**src/design/asr_pkg.sv**
```systemverilog
// Behaviour
// - controller holds each index stable at least 10/12/15 ns per cycle
// - index stable early enough lets select access time govern data arrival
// - strobe write: select falls before strobe; wait strobe-to-output-low before driving (controller drives input bits from request acceptance, no wait)
// - strobe rising before select may show read data; release shared bus (controller keeps driving input bits after strobe rises)
// - strobe write keeps strobe low at least 7/8/10 ns
// - strobe low at least 7/8/10 ns before select rises
// - input bits stable 7/8/10 ns before strobe rises, free afterwards
// - index stable from strobe fall until strobe rise
// - select write: strobe falls before or with select, controls swapped
// - select write keeps select low 7/8/10 ns, strobe low as long
// - select write: data stable 7/8/10 ns before select rises, index held
// - strobe high at least 2..4 ns between strobe-controlled writes
// - select high at least 2..4 ns between select-controlled writes
// - reads keep select low at least 7 ns
package asr_pkg;
    localparam int ASR_AW = 14;
    localparam int ASR_DW = 4;
    localparam int ASR_CLK_PS = 40000;
    // timing figures in ps, index 0/1/2 = 10/12/15 ns grade
    localparam int ASR_T_AVAX_PS [3] = '{10000, 12000, 15000};
    localparam int ASR_T_AVQV_PS [3] = '{10000, 12000, 15000};
    localparam int ASR_T_WLWH_PS [3] = '{7000, 8000, 10000};
    localparam int ASR_T_DVWH_PS [3] = '{7000, 8000, 10000};
    localparam int ASR_T_WHWL_PS [3] = '{2000, 3000, 4000};
    localparam int ASR_T_WHQV_PS [3] = '{10000, 12000, 15000};
    localparam int ASR_T_SLSH_RD_PS = 7000;
    localparam int ASR_T_WLQL_PS = 5000;
    // least times round up, none below one cycle
    function automatic int asr_cyc(input int ps);
        int c;
        c = (ps + ASR_CLK_PS - 1) / ASR_CLK_PS;
        return (c < 1) ? 1 : c;
    endfunction : asr_cyc
    localparam int ASR_CW = 4;
endpackage : asr_pkg

```
**src/design/asr_ctrl.sv**
```systemverilog
`timescale 1ns/100ps
// host controller for the asynchronous 16k x 4 memory
module asr_ctrl
    import asr_pkg::*;
#(
    parameter int GRADE = 0, // 0, 1, 2 = 10, 12, 15 ns part
    parameter bit CS_WRITE = 1'b0 // 1: select-controlled writes
) (
    input wire logic i_clk,
    input wire logic i_sys_rst,
    input wire logic i_req,
    input wire logic i_we,
    input wire logic [ASR_AW-1:0] i_addr,
    input wire logic [ASR_DW-1:0] i_wdata,
    output logic o_ready,
    output logic o_rvalid,
    output logic [ASR_DW-1:0] o_rdata,
    output logic [ASR_AW-1:0] o_word_index,
    output logic [ASR_DW-1:0] o_input_bit,
    output logic o_enable_chip_low_n,
    output logic o_store_strobe_n,
    input wire logic [ASR_DW-1:0] i_output_bit
);
    // one grade chosen for every interval
    localparam int C_RD = asr_cyc((ASR_T_AVQV_PS[GRADE] > ASR_T_SLSH_RD_PS) ?
        ASR_T_AVQV_PS[GRADE] : ASR_T_SLSH_RD_PS);
    localparam int C_WR = asr_cyc(ASR_T_WLWH_PS[GRADE] > ASR_T_DVWH_PS[GRADE] ?
        ASR_T_WLWH_PS[GRADE] : ASR_T_DVWH_PS[GRADE]);
    localparam int C_REC = asr_cyc(ASR_T_WHWL_PS[GRADE]);
    localparam int C_SET = asr_cyc(ASR_T_AVAX_PS[GRADE]);

    // refuse a grade with no timing set at elaboration
    if (GRADE < 0 || GRADE > 2) begin : g_bad_grade
        $error("asr_ctrl: GRADE must be 0, 1 or 2");
    end

    // the read wait carries two synchroniser cycles, so it is the longest load
    if ((C_RD + 2) >= (1 << ASR_CW) || C_SET >= (1 << ASR_CW)) begin : g_bad_timer
        $error("asr_ctrl: timer width too small");
    end

    // write pulse and recovery loads must fit the same timer
    if (C_WR >= (1 << ASR_CW) || C_REC >= (1 << ASR_CW)) begin : g_bad_pulse
        $error("asr_ctrl: timer width too small for write timing");
    end

    typedef enum {
        ST_IDLE,
        ST_RD,
        ST_CAP,
        ST_WSET,
        ST_WPULSE,
        ST_WEND,
        ST_REC
    } asr_state_t;

    typedef struct packed {
        asr_state_t state;
        logic [ASR_AW-1:0] addr;
        logic [ASR_DW-1:0] wdat;
        logic [ASR_DW-1:0] rdat;
        logic ce_n;
        logic we_n;
        logic rvalid;
        logic [ASR_DW-1:0] sync1; // first synchroniser stage, read only by sync2
        logic [ASR_DW-1:0] sync2;
    } asr_st_t;

    asr_st_t st_q, st_d;
    logic tmr_load;
    logic [ASR_CW-1:0] tmr_cnt;
    logic tmr_done;

    asr_tmr #(.CW(ASR_CW)) u_tmr (
        .i_clk(i_clk),
        .i_sys_rst(i_sys_rst),
        .i_load(tmr_load),
        .i_count(tmr_cnt),
        .o_done(tmr_done)
    );

    // sequencer: on a write index and data are set before any control falls; a read lowers select in the same cycle as the index
    always_comb begin
        st_d = st_q;
        // read data comes from another timing world, two flops before use
        st_d.sync1 = i_output_bit;
        st_d.sync2 = st_q.sync1;
        st_d.rvalid = 1'b0;
        tmr_load = 1'b0;
        tmr_cnt = '0;
        case (st_q.state)
            ST_IDLE: begin
                if (i_req) begin
                    st_d.addr = i_addr;
                    st_d.wdat = i_wdata;
                    tmr_load = 1'b1;
                    if (i_we) begin
                        // one cycle of index setup before the first control falls
                        st_d.state = ST_WSET;
                        tmr_cnt = ASR_CW'(C_SET);
                    end else begin
                        st_d.ce_n = 1'b0;
                        st_d.state = ST_RD;
                        // two extra cycles cover the input synchroniser
                        tmr_cnt = ASR_CW'(C_RD + 2);
                    end
                end
            end
            ST_RD: begin
                if (tmr_done) begin
                    st_d.state = ST_CAP;
                end
            end
            ST_CAP: begin
                st_d.rdat = st_q.sync2;
                st_d.rvalid = 1'b1;
                st_d.ce_n = 1'b1;
                st_d.state = ST_REC;
                tmr_load = 1'b1;
                tmr_cnt = ASR_CW'(C_REC);
            end
            ST_WSET: begin
                // strobe write lowers select first, select write lowers both
                if (CS_WRITE) begin
                    st_d.we_n = 1'b0;
                    st_d.ce_n = 1'b0;
                end else if (st_q.ce_n) begin
                    st_d.ce_n = 1'b0;
                end else begin
                    st_d.we_n = 1'b0;
                end
                if (CS_WRITE || !st_q.ce_n) begin
                    st_d.state = ST_WPULSE;
                    tmr_load = 1'b1;
                    tmr_cnt = ASR_CW'(C_WR);
                end
            end
            ST_WPULSE: begin
                if (tmr_done) begin
                    // the controlling edge rises first; index and data still held
                    if (CS_WRITE) begin
                        st_d.ce_n = 1'b1;
                    end else begin
                        st_d.we_n = 1'b1;
                    end
                    st_d.state = ST_WEND;
                end
            end
            ST_WEND: begin
                st_d.ce_n = 1'b1;
                st_d.we_n = 1'b1;
                st_d.state = ST_REC;
                tmr_load = 1'b1;
                tmr_cnt = ASR_CW'(C_REC);
            end
            ST_REC: begin
                if (tmr_done) begin
                    st_d.state = ST_IDLE;
                end
            end
            default: begin
                st_d.state = ST_IDLE;
            end
        endcase
    end

    always_ff @(posedge i_clk or posedge i_sys_rst) begin
        if (i_sys_rst) begin
            st_q.state <= ST_IDLE;
            st_q.addr <= '0;
            st_q.wdat <= '0;
            st_q.rdat <= '0;
            st_q.ce_n <= 1'b1;
            st_q.we_n <= 1'b1;
            st_q.rvalid <= 1'b0;
            st_q.sync1 <= '0;
            st_q.sync2 <= '0;
        end else begin
            st_q <= st_d;
        end
    end

    assign o_ready = (st_q.state == ST_IDLE);
    assign o_rvalid = st_q.rvalid;
    assign o_rdata = st_q.rdat;
    assign o_word_index = st_q.addr;
    assign o_input_bit = st_q.wdat;
    assign o_enable_chip_low_n = st_q.ce_n;
    assign o_store_strobe_n = st_q.we_n;
endmodule : asr_ctrl

```
**src/design/asr_tmr.sv**
```systemverilog
`timescale 1ns/100ps
// down counter: o_done high once the loaded count has elapsed
module asr_tmr
    import asr_pkg::*;
#(
    parameter int CW = ASR_CW
) (
    input wire logic i_clk,
    input wire logic i_sys_rst,
    input wire logic i_load,
    input wire logic [CW-1:0] i_count,
    output logic o_done
);
    typedef struct packed {
        logic [CW-1:0] cnt;
    } asr_tmr_st_t;
    asr_tmr_st_t st_q, st_d;

    // a one-bit timer cannot hold any wait longer than a single cycle
    if (CW < 2) begin : g_bad_cw
        $error("asr_tmr: CW must be at least 2");
    end

    // load takes priority over counting down
    always_comb begin
        st_d = st_q;
        if (i_load) begin
            st_d.cnt = i_count;
        end else if (st_q.cnt != '0) begin
            st_d.cnt = st_q.cnt - 1'b1;
        end
    end

    always_ff @(posedge i_clk or posedge i_sys_rst) begin
        if (i_sys_rst) begin
            st_q <= '0;
        end else begin
            st_q <= st_d;
        end
    end

    assign o_done = (st_q.cnt == '0) && !i_load;
endmodule : asr_tmr

```
**config.mk**
```make
export PLATFORM = sky130hd
export DESIGN_NAME = asr_ctrl
export DESIGN_NICKNAME = d
export VERILOG_FILES = /design/src/design/asr_pkg.sv /design/src/design/asr_ctrl.sv /design/src/design/asr_tmr.sv
export SDC_FILE = /design/constraint.sdc
export NUM_CORES = 1
export LEC_CHECK = 0
export ABC_AREA = 1
export BUFFER_PORTS_ARGS = -buffer_cell sky130_fd_sc_hd__buf_2
export CAP_MARGIN = 5
export CORE_MARGIN = 4
export CORE_UTILIZATION = 46
export CTS_CLUSTER_SIZE = 40
export DETAILED_ROUTE_END_ITERATION = 16
export GPL_TIMING_DRIVEN = 0
export PLACE_DENSITY = 0.87
export SLEW_MARGIN = 20
export SYNTH_ARGS = -nofsm -noshare
export SYNTH_HDL_FRONTEND = slang
export SYNTH_SLANG_ARGS = --single-unit
```
**constraint.sdc**
```tcl
create_clock -name i_clk -period 1.4 [get_ports i_clk]
set_input_delay 0 -clock i_clk [delete_from_list [all_inputs] [get_ports i_clk]]
set_output_delay 0 -clock i_clk [all_outputs]
set_load 0.005 [all_outputs]
```
Word level (Yosys, flattened, before mapping)
Index checks and enable logic that the tools add are counted.

Logic and storage cells: 60. Input bits: 26. Bits in registers: 69. Output and inout bits: 26.

$add $sub $neg: 1. Mux-type cells: 23. Eq/ne operators: 12. Reduce and logical (&&, ||, !) cells: 14.

Operators with widths (count): 32-bit case mux with 6 select lines (1); 32-bit two-way mux (4); 32-bit by 3-bit equality test with 1-bit output, second input constant (3); 32-bit by 2-bit equality test with 1-bit output, second input constant (2); 32-bit zero test (2); 50-bit two-way mux (1); 32-bit by 1-bit equality test with 1-bit output, second input constant (1); 4-bit two-way mux (3); 2-bit != test, second input constant (6); 4-bit case mux with 3 select lines (1); 1-bit case mux with 3 select lines (3); 1-bit two-way mux (8); 3-bit AND reduction (2); 3-bit nonzero test (2); 5-bit AND reduction (1); 4-bit zero test (1); 2-bit two-way mux (2); 4-bit nonzero test (1); 4-bit by 1-bit subtractor with 4-bit output, second input constant (1); 2-bit AND reduction (1); 2-bit nonzero test (1); 2-bit OR reduction (1); 1-bit logical AND (1); 1-bit zero test (1).

Longest topological paths before layout
Gate-level depths: netlist of the first run.

Word-level depth: 7. Gate-level depth with buffers: 10. Mapped depth without buffers: 9.

Hierarchy
From an unflattened synthesis of the first run, not the netlist that was laid out.

Cell total of the unflattened synthesis: 222. Area total of the unflattened synthesis: 1920.6 um^2.

Modules (own cells, without submodules): asr_ctrl (cells each 189, area each 1659.1 um^2, times used 1, sequential area each 903.4 um^2); asr_tmr (cells each 33, area each 261.5 um^2, times used 1, sequential area each 100.1 um^2).

Worst setup path after synthesis of the first run
Ideal clock, no wire load.

Path kind: register -> register. Start: register u_tmr.st_q[0] in the netlist's numbering. End: register st_q[35] in the netlist's numbering. Data arrival time: 1280 ps. Setup time: 117 ps. Period minus slack after synthesis: 1397 ps. Stages on the path, launching flop included: 10. Path buffers: 0. Data required time: 1283 ps. Setup slack: 3 ps. Cells stage by stage: dfrtp_1 -> inv_1 -> ha_1 -> nand2_1 -> nor2_1 -> nand4_4 -> nand2_2 -> nand2_2 -> nand2_1 -> nand2_1.

Word-level cells in the longest chain between the ends: 4. Elaborated cells between the ends (all ways): 6. Those cells by class: eq/ne: 3; reduce/logical: 3.

RTL lines: start, declared (line asr_tmr.sv:17) `asr_tmr_st_t st_q, st_d;`; start signal, assigned (line asr_tmr.sv:38) `st_q <= st_d;`; 4-bit zero test * (line asr_tmr.sv:42) `assign o_done = (st_q.cnt == '0) && !i_load;`; 1-bit logical AND * (line asr_tmr.sv:42); 2-bit != test (no line); 5-bit AND reduction (no line) *; end signal, assigned (line asr_ctrl.sv:179) `st_q <= st_d;`; end, declared (line asr_ctrl.sv:69) `asr_st_t st_q, st_d;`.

Every way passes the cells marked *; elsewhere a longest branch is shown, timed or not. A chain may end at the register's enable or synchronous reset.

Worst setup path in the final report of the first run
Start: register u_tmr.st_q[1] in the netlist's numbering. End: register st_q[35] in the netlist's numbering.

Same word-level chain as after synthesis.

==> results of run 1 <==
[worst register-to-register path, cell delays in order (launching register included)]
cell     delay (ps)
dfrtp_1         390
inv_2           110
ha_4            160
nand2_4          60
nor2_4          120
nand4_4         160
nand2_4         120
nand2_2          60
nand2_1          80
nand2_1          60
[through the flow]
stage	power [mW]	cell area [um^2]
finish	5.337	2589
global route	5.757	2589
CTS	5.095	2516
detailed placement	4.223	2172
global placement	4.110	2145
floorplan	3.506	1829
[registers in the layout (all words and copies together), names as in the netlist]
name / flops
o_enable_chip_low_n: 1
o_input_bit: 4
o_rdata: 4
o_rvalid: 1
o_store_strobe_n: 1
o_word_index: 14
st_d: 4
st_q: 7
u_tmr.st_q: 4
[final cells by class]
class	count	area, um^2	area share, %
buffer	27	207.7	8.023
clock buffer	6	72.57	2.803
clock inverter	2	16.27	0.6283
inverter	14	52.55	2.030
multi-input combinational	120	615.6	23.78
sequential	40	1006	38.86
tap	48	60.06	2.320
timing repair buffer	81	558.0	21.56
[power by group through the flow]
stage               registers, mW  logic, mW  clock network, mW
finish                       1.91       2.68              0.739
global route                 1.96       3.00              0.797
CTS                          1.89       2.46              0.745
detailed placement           1.90       2.33                  0
global placement             1.88       2.23                  0
floorplan                    1.83       1.68                  0
[worst min-delay path by stage]
| stage | end | from | cells past startpoint |
|---|---|---|---|
| finish | o_enable_chip_low_n$_DFFE_PP1P_ | i_we | 3 |
| global route | u_tmr.st_q[1]$_DFFE_PP0P_ | i_we | 4 |
| CTS | u_tmr.st_q[1]$_DFFE_PP0P_ | i_we | 4 |
| detailed placement | st_d[2]$_DFF_PP0_ | i_sys_rst | 2 |
| global placement | st_d[2]$_DFF_PP0_ | i_output_bit[2] | 1 |
| floorplan | st_d[0]$_DFF_PP0_ | i_output_bit[0] | 0 |
[timing repair]
item                                    in CTS  in global routing
buffers inserted                             1                  5
endpoints found under the hold margin       58                  0
pin swaps                                    2                  7
resized for setup                            5                 14
endpoints found under the setup margin       6                 17
hold buffers                                23                  0
[layer usage]
metal  routed length, um  vias to the layer above
met5                   0                        -
met4                  68                        0
met3                 276                        7
met2                2318                       64
met1                1735                      728
li1                    -                      769
[synthesized netlist by cell type, drive strengths merged]
master | n | area share [%]
nor3 | 4 | 1.1
clkbuf | 1 | 0.21
a21oi | 1 | 0.27
buf | 26 | 11
ha | 2 | 1.4
a21boi | 1 | 0.41
nor2 | 7 | 2.0
xor2 | 1 | 0.48
o31ai | 1 | 0.41
nand3 | 9 | 3.1
inv | 14 | 2.9
nand2 | 85 | 18
dfrtp | 38 | 52
o211ai | 1 | 0.41
nand4 | 2 | 1.5
o21ai | 5 | 1.4
dfstp | 2 | 2.9
xnor2 | 1 | 0.48
[kinds of logic after synthesis]
| logic type | share of synthesized area (%) |
|---|---|
| adder cells (fa/ha/maj) | 1.368 |
| AND/OR/NAND/NOR | 26.13 |
| XOR/XNOR | 0.9578 |
| AO/OA/AOI/OAI | 2.873 |
| buffers and inverters | 13.82 |
| flip-flops | 54.86 |
==> impl_metrics.yaml, run 1 <==
die:
  ios: 52
  die_y_um: 71.06
  die_area_um2: 5050
  die_w_um: 71.06
  num_rows: 22
  start_util_pct: 48.86
  core_area_um2: 3744
power_and_ir_drop:
  p_comb_share_pct: 50.3
  power_switching_mw: 2.045
  irDropWorstVdd_uv: 1319
  switching_share_pct: 38.31
  p_int_mw: 3.292
  p_leak_nw: 1.413
  pwr-share-clk_pct: 13.8
  cellPowerDensity_nw_per_um2: 2062
  seqPwrFrac_pct: 35.8
outcome:
  violations: "negative setup slack"
  outcome: "finished with violations"
cells_and_area:
  area_delta_synth_final_pct: 41.52
  layout_common_cells: "78 x nand2_1, 51 x buf_2, 36 x dfrtp_1, 29 x buf_4, 23 x dlygate4sd3_1"
  fin_cells: 338
  diodes: 0
  fin_util_pct: 69.15
  drive_gt1_share_pct: 40.34
  nNetsFinal: 317
  final_common_cell: "nand2_1"
  fill_cells: 262
critical_path:
  cp_max_fo: 6
  reg2reg_setup_slack_ps: -20
  cp_cell_sequence: "inv_2 > ha_4 > nand2_4 > nor2_4 > nand4_4 > nand2_4 > nand2_2 > nand2_1 > nand2_1"
  cp-end-kind: "register"
  crit_arrival_ps: 1600
  r2r_start: "u_tmr.st_q[1]$_DFFE_PP0P_"
  rr_endpoint: "st_q[35]$_DFFE_PP0P_"
  required_ps: 1580
  critPathCapture: "st_q[35]$_DFFE_PP0P_"
  cp_num_buf_inv: 1
  critPathMaxStageDelay_ps: 390
  startpoint: "u_tmr.st_q[1]$_DFFE_PP0P_"
  r2r_cells: 9
  critPathTopFamily: "simple AND/OR/NAND/NOR gates"
  cp_slowest_cell: "dfrtp_1"
  cp.depth: 9
  startpoint_type: "register"
  path_class: "reg2reg"
global_routing:
  top_usage_layer: "met2"
  gr-usage-met3_pct: 3.551
  grt.met2_usage_pct: 29.25
  overflow: 0
  grt_start_max_net_pins: 26
  grt_pass1_wl_um: 6927
  antenna_found_initial: 0
  grt_usage_pct: 17.29
  use_met1_pct: 21.62
  grt_pass1_vias: 1562
timing:
  min_period_over_period_pct: 101.7
  min_period_ps: 1423
  slew_viol_final: 0
  fmax_mhz: 702.6
  setup_ws_ps: -23.23
  holdWs_ps: 66.61
  skew_ps: 6.269
  rsz0062_at_grt: "yes"
  hold_viol_final: 0
  setup_viol: 1
  tightest_slew_ps: 363.5
  slew_headroom_pct: 75.73
  tns_ps: -23.23
clocking:
  cts_buffer_depth: 2
  cts_buffers: 5
  ctsRootBufferMaster: "clkbuf_8"
  cts_tree: "yes"
  clkSinkCount: 40
  path_clk_slew_ps: 80
  htreeDepth: 2
  clkLatencyLatePin_ps: 290
drt:
  post_drt_wl_per_cell_um: 13.01
  vias: 1568
  drt-initial-drc-count: 122
  first_pass_iters: 4
  drc: 0
  routed_wl_um: 4398
  ant_nets: 0
  vias_per_cell: 4.639
synth:
  yosysWarnings: 0
  seq_area_frac_synth_pct: 54.86
  synthesis.area_um2: 1829
  ys_seq_elements: 40
  ys_types: 27
  syn_nets: 229
  syn-instance-count: 201
  syn_area_per_cell_um2: 9.101
place:
  place_congestion: 0.8295
  io_buffer_count: 51
  dp_cells: 301
  dp_hpwl_um: 2606
  dp_slack_ps: -201.3
job:
  cap_viol_max_count: 0
worst_hold_path:
  hp-class: "in2reg"
(Power assumes the default switching activity.)
==> run 2, diff against run 1 <==
CORE_MARGIN = 1.5   (was 4)
CORE_UTILIZATION = 51   (was 46)
PLACE_DENSITY = 0.9   (was 0.87)
clock period = 1.6 ns   (was 1.4 ns; I/O delays follow)
==> impl_metrics.yaml, run 2 (synthesis gave the netlist of run 1 again) <==
outcome:
  outcome: "finished, final reports clean"
drt:
  drc: 0
  routed_wl_um: 4024
  vias: 1538
  first_pass_iters: 6
  ant_nets: 0
  post_drt_wl_per_cell_um: 12.16
  drt-initial-drc-count: 64
  vias_per_cell: 4.647
critical_path:
  r2r_cells: 9
  cp_max_fo: 6
  critPathTopFamily: "simple AND/OR/NAND/NOR gates"
  critPathMaxStageDelay_ps: 380
  startpoint: "u_tmr.st_q[0]$_DFFE_PP0P_"
  cp_num_buf_inv: 1
  crit_path_frequent_cell: "nand2_1"
  crit_arrival_ps: 1700
  startpoint_type: "register"
  cp-end-kind: "register"
  r2r_start: "u_tmr.st_q[0]$_DFFE_PP0P_"
  required_ps: 1840
  cp_slowest_cell: "dfrtp_1"
  cp_cell_sequence: "inv_1 > ha_1 > nand2_1 > nor2_4 > nand4_4 > nand2_2 > nand2_2 > nand2_1 > nand2_1"
  path_class: "reg2reg"
  cp.depth: 9
global_routing:
  grt_pass1_wl_um: 6962
  top_usage_layer: "met2"
  grt_pass1_vias: 1568
  gr-usage-met3_pct: 4.324
  overflow: 0
  antenna_found_initial: 0
  grt_start_max_net_pins: 24
  grt_usage_pct: 22.74
  use_met1_pct: 26.98
  grt.met2_usage_pct: 40.29
timing:
  hold_viol_final: 0
  rsz0062_at_grt: "no"
  skew_ps: 9.434
  slew_viol_final: 0
  fmax_mhz: 686.8
  setup_viol: 0
  slew_headroom_pct: 72.02
  holdWs_ps: 126.5
  min_period_over_period_pct: 91.00
  tightest_slew_ps: 419.8
  min_period_ps: 1456
place:
  post_dp_cell_area_um2: 2170
  dp_cells: 299
  place_congestion: 0.9176
  dp_hpwl_um: 2581
  io_buffer_count: 51
clocking:
  cts_buffers: 5
  cts_tree: "yes"
  clkLatencyLatePin_ps: 350
  path_clk_slew_ps: 110
  cts_buffer_depth: 2
  htreeDepth: 2
  post_cts_buffers: 0
  ctsRootBufferMaster: "clkbuf_4"
  clkSinkCount: 40
power_and_ir_drop:
  finalPower_mw: 4.287
  p_leak_nw: 1.371
  irDropWorstVdd_uv: 1246
  cellPowerDensity_nw_per_um2: 1729
die:
  die_w_um: 62.89
  die_area_um2: 3955
  ios: 52
  core_area_um2: 3390
  die_y_um: 62.89
  start_util_pct: 53.97
  num_rows: 21
worst_hold_path:
  hp-class: "in2reg"
  holdCritStartpoint: "i_req"
  min_path_cells: 4
cells_and_area:
  diodes: 0
  final_common_cell: "nand2_1"
  largest_reg_flops: 14
  layout_common_cells: "80 x nand2_1, 52 x buf_2, 38 x dfrtp_1, 24 x buf_4, 24 x dlygate4sd3_1"
  fin_cells: 331
  final_area_um2: 2480
  nNetsFinal: 312
  area_delta_synth_final_pct: 35.57
  drive_gt1_share_pct: 35.44
job:
  cap_viol_max_count: 0
[run 2: cell count changes in the layout (fill, tap and decap cells not counted), moves of 2 or more]
cell,delta
nand2_4,-2
nand2_1,+2
inv_2,-2
inv_1,+2
dfrtp_2,-2
dfrtp_1,+2
clkbuf_8,-4
buf_4,-5
clkbuf_4,+4
[run 2: final timing paths]
path / to / slack [ps]
worst max-delay path: st_q[33]$_DFFE_PP0P_ / 140
worst min-delay path: u_tmr.st_q[2]$_DFFE_PP0P_ / 130
worst max register to register: st_q[33]$_DFFE_PP0P_ / 140
worst min register to register: st_q[1]$_DFF_PP0_ / 360
max in group asynchronous: o_enable_chip_low_n$_DFFE_PP1P_ / 890
min in group asynchronous: o_rvalid$_DFF_PP0_ / 180
[run 2: layout make-up]
type	instances	area, um^2
Timing Repair Buffer	76	523.0
Fill cell	220	909.6
Clock inverter	1	7.507
Inverter	14	52.55
Sequential cell	40	1003
Multi-Input combinational cell	120	580.6
Tap cell	46	57.56
Clock buffer	7	55.05
Buffer	27	200.2
[run 2: power breakdown]
| group | internal, mW | switching [mW] |
|---|---|---|
| Clock | 0.215 | 0.325 |
| Combinational | 1.03 | 1.08 |
| Sequential | 1.41 | 0.230 |
[run 2: what timing repair did]
action	in CTS	in global routing
resized for setup	1	1
hold buffers	24	0
endpoints found under the setup margin	2	3
hold endpoints to repair	62	0
[run 2: routing by layer]
metal | up-vias | wire length (um)
met5 | - | 0
met1 | 705 | 1555
met2 | 57 | 2150
met4 | 0 | 96
li1 | 764 | -
met3 | 12 | 221
[run 2: worst register-to-register path, stage by stage (launching register included)]
cell     delay (ps)
dfrtp_1         380
inv_1           130
ha_1            170
nand2_1          80
nor2_4          150
nand4_4         150
nand2_2         140
nand2_2          70
nand2_1          60
nand2_1          50
[run 2: metrics by stage]
| step | TNS (ps) | utilization (%) | setup slack [ps] |
|---|---|---|---|
| final | 0 | 73.16 | 144.0 |
| after CTS | 0 | 73.02 | 81.07 |
| after global routing | 0 | 73.16 | 26.81 |
| after global placement | 0 | 63.20 | 82.82 |
| after floorplan | 0 | - | 203.1 |
| after detailed placement | -18.86 | 64.01 | -14.72 |
==> run 3, diff against run 2 <==
HOLD_SLACK_MARGIN = 0.02   (was not set)
REMOVE_ABC_BUFFERS = 1   (was not set)
==> impl_metrics.yaml, run 3 (synthesis gave the netlist of run 1 again) <==
drt:
  routed_wl_um: 4133
  first_pass_iters: 6
  vias_per_cell: 4.880
  ant_nets: 0
  post_drt_wl_per_cell_um: 13.42
  drt-initial-drc-count: 52
  vias: 1503
  drc: 0
critical_path:
  r2r_cells: 7
  cp_max_fo: 9
  cp_slowest_cell: "dfrtp_1"
  startpoint: "st_q[33]$_DFFE_PP0P_"
  path_class: "reg2reg"
  critPathCapture: "u_tmr.st_q[0]$_DFFE_PP0P_"
  cp-end-kind: "register"
  startpoint_type: "register"
  r2r_start: "st_q[33]$_DFFE_PP0P_"
  required_ps: 1830
  crit_arrival_ps: 1710
  cp_cell_sequence: "nor2_4 > nand2_4 > nand2_2 > inv_2 > nand3_1 > o21ai_0 > o21ai_0"
  rr_endpoint: "u_tmr.st_q[0]$_DFFE_PP0P_"
  critPathMaxStageDelay_ps: 540
  crit_path_frequent_cell: "o21ai_0"
  reg2reg_setup_slack_ps: 110
timing:
  skew_ps: 12.56
  slew_headroom_pct: 78.72
  tightest_slew_ps: 318.8
  fmax_mhz: 673.0
  holdWs_ps: 138.6
  min_period_ps: 1486
  slew_viol_final: 0
  hold_viol_final: 0
  min_period_over_period_pct: 92.87
  setup_viol: 0
cells_and_area:
  diodes: 0
  layout_common_cells: "80 x nand2_1, 51 x buf_2, 38 x dfrtp_1, 24 x dlygate4sd3_1, 10 x inv_1"
  fin_cells: 308
  nNetsFinal: 289
  largest_reg_flops: 14
  drive_gt1_share_pct: 29.77
  final_common_cell: "nand2_1"
  area_delta_synth_final_pct: 26.20
die:
  die_w_um: 62.89
  core_area_um2: 3390
  die_area_um2: 3955
  num_rows: 21
  die_y_um: 62.89
  ios: 52
  start_util_pct: 53.97
global_routing:
  grt_usage_pct: 21.11
  antenna_found_initial: 0
  grt_pass1_vias: 1433
  grt_start_max_net_pins: 28
  grt_pass1_wl_um: 6375
  overflow: 0
clocking:
  clkSinkCount: 40
  cts_buffers: 5
  cts_tree: "yes"
  path_clk_slew_ps: 120
  clkLatencyLatePin_ps: 350
  htreeDepth: 2
  cts_buffer_depth: 2
  ctsRootBufferMaster: "clkbuf_4"
power_and_ir_drop:
  p_leak_nw: 1.254
  irDropWorstVdd_uv: 817.6
  cellPowerDensity_nw_per_um2: 1712
place:
  io_buffer_count: 51
  place_congestion: 0.7698
  dp_cells: 272
  dp_hpwl_um: 2215
worst_hold_path:
  hp-class: "in2async"
job:
  cap_viol_max_count: 0
outcome:
  outcome: "finished, final reports clean"
-- run 3: cell count changes in the layout (fill, tap and decap cells not counted), sizes merged --
| cell | previous run | this run |
|---|---|---|
| clkinvlp | 1 | 0 |
| nand3 | 9 | 10 |
| buf | 78 | 55 |
-- run 3: per-layer routing --
layer	vias to the layer above	track usage, %	wire length (um)
met1	712	24.22	1695
met4	0	8.056	68
met3	9	7.568	298
met5	-	0	0
met2	58	35.90	2071
li1	724	-	-
-- run 3: metrics by stage --
step	TNS [ps]	power (mW)	setup WS, ps	instance area, um^2	utilization [%]
after floorplan	0	2.662	180.2	1629	-
after global placement	-134.2	3.154	-85.20	1942	57.29
after detailed placement	-169.1	3.230	-102.2	1962	57.88
after CTS	0	3.815	8.839	2266	66.85
after global routing	-5.065	4.266	-5.065	2308	68.11
final	0	3.952	114.0	2308	68.11
-- run 3: timing repair --
action / 4_1_cts / 5_1_grt
gates resized for setup: 2 / 3
cloned: 0 / 1
buffers inserted: 0 / 3
pin swaps: 0 / 1
endpoints found under the setup margin: 2 / 6
hold buffers: 24 / 0
hold endpoints to repair: 63 / 0
-- run 3: worst min-delay path by stage --
stage	end	slack (ps)	start	cells past startpoint
6_report	o_rdata[0]$_DFFE_PP0P_	140	i_sys_rst	3
5_1_grt	o_word_index[10]$_DFFE_PP0P_	150	i_req	4
4_1_cts	o_rdata[0]$_DFFE_PP0P_	130	i_sys_rst	3
3_5_place_dp	st_d[0]$_DFF_PP0_	-30	i_sys_rst	2
3_3_place_gp	st_d[0]$_DFF_PP0_	110	i_output_bit[0]	1
2_1_floorplan	st_d[0]$_DFF_PP0_	30	i_output_bit[0]	0
-- run 3: layout make-up --
type	count	area (um^2)
clock buffers	8	58.81
fillers	234	1081
inverters	14	60.06
multi-input cells	121	590.6
flip-flops and latches	40	1003
well taps	46	57.56
repair buffers	79	538.0
-- run 3: worst max-delay path, delay by kind of cell (launching register included) --
family                 cells  cell delay, ps
AND/OR/NAND/NOR            4             420
AO/OA/AOI/OAI              2             320
buffers and inverters      1             100
flip-flops                 1             540
-- run 3: report_power, final --
group          total (mW)  switching [mW]  leakage, nW  internal (mW)
clock network       0.532           0.315       0.0326          0.217
logic                1.75            1.02        0.732          0.730
registers            1.67           0.260        0.489           1.41
total                3.95            1.60         1.25           2.35
